[src/include/uart_rx_brk_map.vh]
// Offsets, fields, reset values and timing counts of the serial receiver and break block
`ifndef UART_RX_BRK_MAP_VH
`define UART_RX_BRK_MAP_VH
`define ADDR_CTRL       3'h0
`define ADDR_STATUS     3'h1
`define ADDR_DATA       3'h2
`define ADDR_DIVISOR    3'h3
`define CTRL_RX_EN      0
`define CTRL_NINTH      1
`define CTRL_PAR_ON     2
`define CTRL_PAR_ODD    3
`define CTRL_TWO_STOP   4
`define CTRL_BREAK      5
`define CTRL_RX_IE      6
`define CTRL_RESET      8'h00
`define ST_AVAIL        0
`define ST_OVERRUN      1
`define ST_FRAME        2
`define ST_NOISE        3
`define ST_PARITY       4
`define ST_IDLE         5
`define ST_NINTH        6
`define ST_TX_IDLE      7
`define DIVISOR_RESET   8'h00
`define OVERSAMPLE      5'd16
`define BREAK_BITS      4'd13
`endif

[src/verilog/uart_rx_brk.v]
// Serial receiver with two-word FIFO, error flags and break transmitter
`timescale 1ns/1ps
`include "uart_rx_brk_map.vh"

// Operation
// - Break-send held over divisor+1 clocks makes the next transmission a break.
// - A break is a start bit, 13 zero bits times N, then stop bits.
// - Sending a break raises no transmit interrupt request.
// - Break-send held high keeps break characters going back to back.
// - After break-send clears, finish current break then send one or two stops.
// - Ninth-bit select gives 9-bit words with top bit in the ninth-bit field.
// - Line sampled at sixteen times baud; shift register shifts once per bit.
// - Each bit level is a majority vote of three samples.
// - After the stop bit sample the word moves to the buffer if room.
// - Data assembled least significant bit first.
// - Two-entry FIFO; a third word completing while full is dropped, overrun set.
// - Setting receive enable starts the hunt for a start bit.
// - Receive-available flag is set while the FIFO holds a word.
// - With interrupt enable, request on word transfer and on overrun.
// - Available flag clears only after status read then data read, or when receive enable clears.
// - Framing, noise, parity and overrun flags set on their conditions.
// - Break ends after word plus one stop: zeros stored, framing and available set.
// - After a break wait for a high line before hunting a new start.
// - Idle flag low from start detect to stop, high otherwise.
// - On a break the idle flag rises before the line returns high.
// - Available flag is set by an internal event, not the line level.
// - Only one stop bit is checked by the receiver.
// - Overrun keeps FIFO words; only the shift register is overwritten.
module uart_rx_brk (
  // Clock and reset
  input  wire       clock,
  input  wire       sys_rst,
  // Register port
  input  wire [2:0] addr,
  input  wire [7:0] wr_data,
  input  wire       wr_en,
  input  wire       rd_en,
  output reg  [7:0] rd_data,
  // Serial line
  input  wire       rx_line,
  output reg        tx_line,
  // Interrupt request
  output reg        rx_irq
);

  // Receiver walk: hunt for a falling edge, check the start bit at mid bit,
  // shift data and optional parity, then sample one stop bit at mid bit.
  // A low stop sample marks a framing error; the receiver then parks in a
  // wait state until the line is high again, so a long break is never
  // taken for the start of the next frame.
  localparam RX_HUNT  = 2'd0;
  localparam RX_DATA  = 2'd1;
  localparam RX_STOP  = 2'd2;
  localparam RX_WAIT  = 2'd3;

  // Transmit side only ever carries break characters here; normal data
  // transmission lives elsewhere, so the line idles high otherwise.
  localparam TX_IDLE  = 2'd0;
  localparam TX_START = 2'd1;
  localparam TX_ZERO  = 2'd2;
  localparam TX_STOP  = 2'd3;

  reg  [7:0] ctrl;
  reg  [7:0] baud_divisor;
  reg  [2:0] line_sync;
  reg        line;
  reg        line_prev;
  reg  [7:0] div_cnt;
  wire       tick;
  reg  [1:0] rx_state;
  reg  [3:0] os_cnt;
  reg  [3:0] bit_cnt;
  reg  [8:0] rx_shift_reg;
  reg  [2:0] votes;
  reg        noisy;
  reg        par_acc;
  reg  [8:0] fifo_mem [0:1];
  reg  [2:0] fifo_flags [0:1];
  reg        rd_ptr;
  reg        wr_ptr;
  reg  [1:0] fifo_cnt;
  reg        overrun_flag;
  reg        rx_idle_flag;
  reg        status_seen;
  reg  [1:0] tx_state;
  reg  [8:0] brk_hold;
  reg        brk_armed;
  reg  [3:0] tx_bit;
  reg  [3:0] tx_os;
  reg        tx_stop2;
  wire       ninth_bit_select;
  wire       parity_on_bit;
  wire       break_send_ctrl;
  wire [3:0] word_bits;
  wire       vote;
  wire       push;
  wire       pop;
  wire       rx_avail_flag;
  wire       tx_tick;

  assign ninth_bit_select = ctrl[`CTRL_NINTH];
  assign parity_on_bit    = ctrl[`CTRL_PAR_ON];
  assign break_send_ctrl  = ctrl[`CTRL_BREAK];
  assign word_bits = ninth_bit_select ? 4'd9 : 4'd8;
  assign rx_avail_flag = (fifo_cnt != 2'd0);
  assign tick = (div_cnt == 8'h00);

  // Majority of three, used for the start check and every data bit
  function maj3;
    input [2:0] s;
    begin
      maj3 = (s[0] & s[1]) | (s[0] & s[2]) | (s[1] & s[2]);
    end
  endfunction

  assign vote = maj3({votes[1:0], line});

  // Register writes
  always @(posedge clock) begin
    if (sys_rst) begin
      ctrl         <= `CTRL_RESET;
      baud_divisor <= `DIVISOR_RESET;
    end else if (wr_en) begin
      if (addr == `ADDR_CTRL)
        ctrl <= wr_data;
      if (addr == `ADDR_DIVISOR)
        baud_divisor <= wr_data;
    end
  end

  // Three-stage input synchroniser; a change counts when stages two and three agree
  always @(posedge clock) begin
    if (sys_rst) begin
      line_sync <= 3'h7;
      line      <= 1'b1;
      line_prev <= 1'b1;
    end else begin
      line_sync <= {line_sync[1:0], rx_line};
      if (line_sync[1] == line_sync[2])
        line <= line_sync[2];
      line_prev <= line;
    end
  end

  // Sixteen-times baud tick, shared by receive and transmit
  always @(posedge clock) begin
    if (sys_rst)
      div_cnt <= 8'h00;
    else if (tick)
      div_cnt <= baud_divisor;
    else
      div_cnt <= div_cnt - 8'h01;
  end

  // A pop in the same cycle frees the head slot, so a full FIFO still takes
  // the word; otherwise the word would vanish with no overrun indication.
  assign push = (rx_state == RX_STOP) && tick && (os_cnt == 4'd8) &&
                ((fifo_cnt != 2'd2) || pop);

  // Receiver state machine
  always @(posedge clock) begin
    if (sys_rst || !ctrl[`CTRL_RX_EN]) begin
      rx_state     <= RX_HUNT;
      os_cnt       <= 4'h0;
      bit_cnt      <= 4'h0;
      rx_shift_reg <= 9'h000;
      votes        <= 3'h7;
      noisy        <= 1'b0;
      par_acc      <= 1'b0;
      rx_idle_flag <= 1'b1;
    end else begin
      if (tick)
        votes <= {votes[1:0], line};
      case (rx_state)
        RX_HUNT: begin
          os_cnt <= 4'h0;
          if (line_prev && !line) begin
            rx_state     <= RX_DATA;
            bit_cnt      <= 4'hf;
            noisy        <= 1'b0;
            par_acc      <= ctrl[`CTRL_PAR_ODD];
            rx_idle_flag <= 1'b0;
          end
        end
        RX_DATA: if (tick) begin
          os_cnt <= os_cnt + 4'h1;
          if (os_cnt == 4'd8) begin
            if (votes[1:0] != {line, line})
              noisy <= 1'b1;
            if (bit_cnt == 4'hf) begin
              if (vote)
                rx_state <= RX_HUNT;
              if (vote)
                rx_idle_flag <= 1'b1;
              bit_cnt <= 4'h0;
            end else begin
              rx_shift_reg <= ninth_bit_select ? {vote, rx_shift_reg[8:1]}
                                               : {1'b0, vote, rx_shift_reg[7:1]};
              par_acc <= par_acc ^ vote;
              bit_cnt <= bit_cnt + 4'h1;
              if (bit_cnt == word_bits - 4'h1 + {3'h0, parity_on_bit})
                rx_state <= RX_STOP;
            end
          end
        end
        RX_STOP: if (tick) begin
          os_cnt <= os_cnt + 4'h1;
          if (os_cnt == 4'd8) begin
            rx_idle_flag <= 1'b1;
            rx_state <= vote ? RX_HUNT : RX_WAIT;
          end
        end
        RX_WAIT: if (line)
          rx_state <= RX_HUNT;
        default: rx_state <= RX_HUNT;
      endcase
    end
  end

  // The parity bit, when on, was shifted in last; this drops the lowest stored bit and leaves parity in the data field
  wire [8:0] rx_word = parity_on_bit ?
      (ninth_bit_select ? {1'b0, rx_shift_reg[8:1]} : {1'b0, 1'b0, rx_shift_reg[7:1]})
    : rx_shift_reg;
  wire       frame_bad = !vote;
  wire       par_bad   = parity_on_bit & par_acc;
  wire       stop_done = (rx_state == RX_STOP) && tick && (os_cnt == 4'd8);

  assign pop = rd_en && (addr == `ADDR_DATA) && status_seen && rx_avail_flag;

  // Two-entry receive FIFO with per-word error flags.
  // Pointers are single bits; when full they are equal, and the slot under
  // the read pointer is the one that a simultaneous push overwrites after
  // its word has been handed out.
  // Error flags travel with their word, so the status read always shows
  // the flags of the word that the next data read returns.
  // Overrun keeps both stored words and drops only the incoming one.
  always @(posedge clock) begin
    if (sys_rst || !ctrl[`CTRL_RX_EN]) begin
      rd_ptr       <= 1'b0;
      wr_ptr       <= 1'b0;
      fifo_cnt     <= 2'd0;
      overrun_flag <= 1'b0;
      fifo_mem[0]  <= 9'h000;
      fifo_mem[1]  <= 9'h000;
      fifo_flags[0] <= 3'h0;
      fifo_flags[1] <= 3'h0;
    end else begin
      if (push) begin
        fifo_mem[wr_ptr]   <= frame_bad ? 9'h000 : rx_word;
        fifo_flags[wr_ptr] <= {par_bad, noisy, frame_bad};
        wr_ptr <= ~wr_ptr;
      end
      if (pop)
        rd_ptr <= ~rd_ptr;
      fifo_cnt <= fifo_cnt + {1'b0, push} - {1'b0, pop};
      if (stop_done && (fifo_cnt == 2'd2) && !pop)
        overrun_flag <= 1'b1;
      else if (pop)
        overrun_flag <= 1'b0;
    end
  end

  // Status-then-data clear sequence.
  // Any other read between the two breaks the sequence, so a stray
  // register poll cannot lose a word by accident.
  always @(posedge clock) begin
    if (sys_rst)
      status_seen <= 1'b0;
    else if (rd_en && addr == `ADDR_STATUS)
      status_seen <= 1'b1;
    else if (rd_en)
      status_seen <= 1'b0;
  end

  always @(posedge clock) begin
    if (sys_rst)
      rx_irq <= 1'b0;
    else
      rx_irq <= ctrl[`CTRL_RX_IE] &
                (push | (stop_done & (fifo_cnt == 2'd2) & !pop));
  end

  // Register reads, data valid one cycle after the strobe
  always @(posedge clock) begin
    if (sys_rst)
      rd_data <= 8'h00;
    else if (rd_en) begin
      case (addr)
        `ADDR_CTRL:    rd_data <= ctrl;
        `ADDR_DIVISOR: rd_data <= baud_divisor;
        `ADDR_DATA:    rd_data <= fifo_mem[rd_ptr][7:0];
        `ADDR_STATUS: begin
          rd_data <= 8'h00;
          rd_data[`ST_AVAIL]   <= rx_avail_flag;
          rd_data[`ST_OVERRUN] <= overrun_flag;
          rd_data[`ST_FRAME]   <= rx_avail_flag & fifo_flags[rd_ptr][0];
          rd_data[`ST_NOISE]   <= rx_avail_flag & fifo_flags[rd_ptr][1];
          rd_data[`ST_PARITY]  <= rx_avail_flag & fifo_flags[rd_ptr][2];
          rd_data[`ST_IDLE]    <= rx_idle_flag;
          rd_data[`ST_NINTH]   <= fifo_mem[rd_ptr][8];
          rd_data[`ST_TX_IDLE] <= (tx_state == TX_IDLE);
        end
        default:       rd_data <= 8'h00;
      endcase
    end
  end

  // Break arms only after the control has held high beyond divisor+1 clocks.
  // The hold counter stops once armed, so a long hold cannot wrap it.
  // Limitation: the armed break starts on the next bit boundary of the
  // shared tick, not on the exact clock the control was set.
  always @(posedge clock) begin
    if (sys_rst || !break_send_ctrl) begin
      brk_hold  <= 9'h000;
      brk_armed <= 1'b0;
    end else if (brk_hold > {1'b0, baud_divisor} + 9'h001) begin
      brk_armed <= 1'b1;
    end else begin
      brk_hold <= brk_hold + 9'h001;
    end
  end

  assign tx_tick = tick && (tx_os == 4'hf);

  // Break transmitter; no transmit interrupt path exists for it.
  // Zeros run in groups of thirteen bit times; the control is checked
  // only at a group boundary, so a cleared control still finishes the
  // character in progress before the stop bits go out.
  always @(posedge clock) begin
    if (sys_rst) begin
      tx_state <= TX_IDLE;
      tx_line  <= 1'b1;
      tx_bit   <= 4'h0;
      tx_os    <= 4'h0;
      tx_stop2 <= 1'b0;
    end else begin
      if (tick)
        tx_os <= tx_os + 4'h1;
      case (tx_state)
        TX_IDLE: begin
          tx_line <= 1'b1;
          if (brk_armed && tx_tick) begin
            tx_state <= TX_START;
            tx_line  <= 1'b0;
          end
        end
        TX_START: if (tx_tick) begin
          tx_state <= TX_ZERO;
          tx_bit   <= 4'h0;
        end
        TX_ZERO: if (tx_tick) begin
          if (tx_bit == `BREAK_BITS - 4'h1) begin
            tx_bit <= 4'h0;
            if (!break_send_ctrl) begin
              tx_state <= TX_STOP;
              tx_line  <= 1'b1;
              tx_stop2 <= ctrl[`CTRL_TWO_STOP];
            end
          end else begin
            tx_bit <= tx_bit + 4'h1;
          end
        end
        TX_STOP: if (tx_tick) begin
          if (tx_stop2)
            tx_stop2 <= 1'b0;
          else
            tx_state <= TX_IDLE;
        end
        default: tx_state <= TX_IDLE;
      endcase
    end
  end

endmodule // uart_rx_brk

[config.mk]
export PLATFORM = sky130hd
export DESIGN_NAME = uart_rx_brk
export DESIGN_NICKNAME = d
export VERILOG_FILES = /design/src/verilog/uart_rx_brk.v
export VERILOG_INCLUDE_DIRS = /design/src /design/src/include
export SDC_FILE = /design/constraint.sdc
export NUM_CORES = 1
export LEC_CHECK = 0
export BUFFER_PORTS_ARGS = -buffer_cell sky130_fd_sc_hd__buf_2
export CAP_MARGIN = 20
export CORE_MARGIN = 1
export CORE_UTILIZATION = 45
export CTS_CLUSTER_DIAMETER = 200
export DETAILED_ROUTE_END_ITERATION = 6
export PLACE_DENSITY = 0.69
export SYNTH_ARGS = -nofsm -noshare
export SYNTH_HDL_FRONTEND = slang
export SYNTH_SLANG_ARGS = --single-unit
export TNS_END_PERCENT = 20
[constraint.sdc]
create_clock -name clock -period 7.4 [get_ports clock]
set_input_delay 1.11 -clock clock [delete_from_list [all_inputs] [get_ports clock]]
set_output_delay 1.11 -clock clock [all_outputs]
set_load 0.02 [all_outputs]
==> results_dict.tcl <==
set metrics [dict create \
    fin_ws_ns 4.19 \
    crit_slowest_cell "nand2_1" \
    rrSetupSlack_ns 4.30 \
    largest_reg_flops 18 \
    power.density_nw_per_um2 246 \
    grt_overflow 0 \
    critPathMaxFanout 51 \
    fin_crit_ns 3.21 \
    yosys-top-cells-area "dfxtp_1, edfxtp_1, ha_1" \
    arrival_ns 3.36 \
    antenna_left 0 \
    yosysTopAreaCell "dfxtp_1" \
    worstReg2RegStart "div_cnt[0]$_SDFF_PP0_" \
    crit_start "sys_rst" \
    yosys.area.top_type_share_pct 30.6 \
    p_total_uw 1660 \
    grt_usage_pct 21.2 \
    ir_drop_uv 152 \
    cts_tree "yes" \
    cts_root_buf "clkbuf_16" \
    cts_resized 0 \
    clock.fmax_mhz 312 \
    critPathCaptureType "flip-flop" \
    critPathLaunchType "primary input" \
    rsz0062_at_grt "false" \
    final_cells 877 \
    mostFrequentLayoutCells "dfxtp_1, nand2_1, nor2_1" \
    max_cap_violations 0 \
    num_vias 4844 \
    start_util_pct 46.7 \
    hold_end "line_sync[1]$_SDFF_PP1_" \
    routed_wl_mm 13.7 \
    routedWlPerCell_um 15.6 \
    regArea_um2 2540 \
    switchingPower_uw 466 \
    yosysWarningCount 0 \
    worst_pin_slew_ns 0.940 \
    syn_nets 724 \
    nets 739 \
    clock_sinks 115 \
    crit_type "in2reg" \
    core_area_um2 12800 \
    die_w_um 117 \
    ys_seq_area_share_pct 42.6 \
    status "complete, no violations" \
    synth_edf_count 24 \
    clockBufferDepth 2 \
    drtIter0Drc 378 \
    post-route-util_pct 52.9 \
    pre_cts_ws_ns 3.77 \
    viasPerCell 5.52 \
    swShare_pct 28.1 \
    hpwl_mm 9.79 \
    hold_path_depth 1 \
    grt_pass1_vias 4461 \
    drive_gt1_share_pct 13.2 \
    syn_area_um2 5960 \
    synth_cells 676 \
    antenna_found_initial 1 \
    synth_ff_type "dfxtp_1" \
    placed_cells 843 \
    async_flop_share_pct 0 \
    place_congestion 0.788 \
    cts_buffers 17 \
    min_from "line_sync[0]$_SDFF_PP1_" \
    r2r_cells 12 \
    clk_pin_slew_worst_paths_ns 0.06 \
    synth_seq_cells 115 \
    fin_tns_setup_ns 0 \
    port_buffers 25 \
    postCtsHoldBufs 0 \
    crit_required_ns 7.56 \
    timing.final.crit_share_pct 43.3 \
    ios 26 \
    pwr-share-comb_pct 12.9 \
    syn_to_final_growth_pct 13.4 \
    p_int_uw 1200 \
    hold_violations 0 \
    multi_input_area_um2 3200 \
    finalMaxSlewViolations 0 \
    grt_max_degree 52 \
    floorplan.rows 41 \
    layout_commonest_cell "dfxtp_1" \
    power_frac_clock_pct 45.5 \
    dieArea_um2 13700 \
    crit_family "simple AND/OR/NAND/NOR gates" \
    setup_viol 0 \
    clk_latency_ns 0.42 \
    leakagePower_uw 0.00251 \
    r2r-end "fifo_cnt[1]$_SDFF_PP0_" \
    crit_buf_inv 2 \
    cts-htree-levels 4 \
    syn-mean-instance-area_um2 8.82 \
    cp_cell_sequence "buf_2 -> inv_1 -> nand2_1 -> nor2_1 -> nand2_1 -> nor2_1" \
    cts_setup_buffers 0 \
    drc 0 \
    critical-path-max-stage-delay_ns 0.72 \
    yosysUniqueCellTypes 62 \
    max-slew-margin-rel_pct 37.4 \
    hp-class "reg2reg" \
    die_height_um 117 \
    seq_power_share_pct 41.6 \
    fillCellCount 1165 \
    grt_pass1_wl_mm 21.6 \
    first_pass_iters 6 \
    clock_skew_ns 0.00734 \
]
==> stage by stage <==
stage | hold WS (ns) | area [um2]
final | 0.419 | 6760
after detailed placement | 0.409 | 6200
after floorplan | 0.389 | 5960
after global routing | 0.439 | 6760
after global placement | 0.402 | 6200
after CTS | 0.425 | 6750
==> synth_stat cells (all sizes together), types with 3 or more instances <==
cell     instances
o21ai           25
and2             6
nor2            86
nand4            5
xor2            10
o211ai           5
dfxtp           91
nand2           90
or2              5
nor3b            6
clkbuf          28
mux4             4
a31oi            4
o2111ai          3
or4              3
and4             5
o21a             3
xnor2           10
a211oi           7
nor3            12
nor2b           13
inv             26
nand2b          11
nand3b           3
ha              32
nand3           22
a21oi           50
and3             6
mux2            17
or3              6
buf              4
o31ai            5
edfxtp          24
mux2i           21
==> cell type report <==
type,count,area share [%]
diodes,1,0.0370
repair buffers,28,2.18
multi-input cells,503,47.3
clock inverters,13,1.52
clock buffers,19,6.70
inverters,26,1.44
well taps,172,3.18
flip-flops and latches,115,37.6
==> cells by family (layout without fill, tap and decap cells) <==
kind of cell | after synthesis | in the layout | share of synthesized area, %
compound gates | 123 | 123 | 12.8
xor+xnor | 20 | 20 | 2.94
fa+ha+maj | 32 | 32 | 6.72
buf+inv | 58 | 86 | 3.67
flops | 115 | 115 | 42.6
mux | 42 | 42 | 8.25
other cells | 0 | 1 | 0
simple gates | 286 | 286 | 23.0
==> power by group through the flow <==
stage / Combinational [uW] / Sequential, uW / Clock [uW]
global route: 239 / 695 / 794
floorplan: 167 / 697 / 0
global placement: 203 / 702 / 0
detailed placement: 210 / 704 / 0
CTS: 213 / 691 / 766
finish: 214 / 692 / 756
==> routing by layer <==
layer | routed length (um) | up-vias | global-route usage [%] | part of all wire [%]
met4 | 344 | 0 | 9.37 | 2.5
met3 | 575 | 21 | 5.56 | 4.2
li1 | - | 2398 | - | -
met1 | 5970 | 2334 | 25.3 | 44
met2 | 6780 | 91 | 36.0 | 50
met5 | 0 | - | 0 | 0
==> worst max path at each step <==
stage	endpoint	slack, ns	depth (start not counted)
floorplan	fifo_flags[0][0]$_SDFFCE_PN0P_	4.11	5
finish	fifo_mem[0][2]$_SDFFCE_PN0P_	4.19	6
detailed placement	fifo_mem[0][8]$_SDFFCE_PN0P_	3.77	6
CTS	fifo_mem[0][4]$_SDFFCE_PN0P_	4.20	6
global placement	fifo_mem[0][8]$_SDFFCE_PN0P_	3.86	6
global route	fifo_mem[0][2]$_SDFFCE_PN0P_	3.92	6
(Power assumes the default switching activity.)
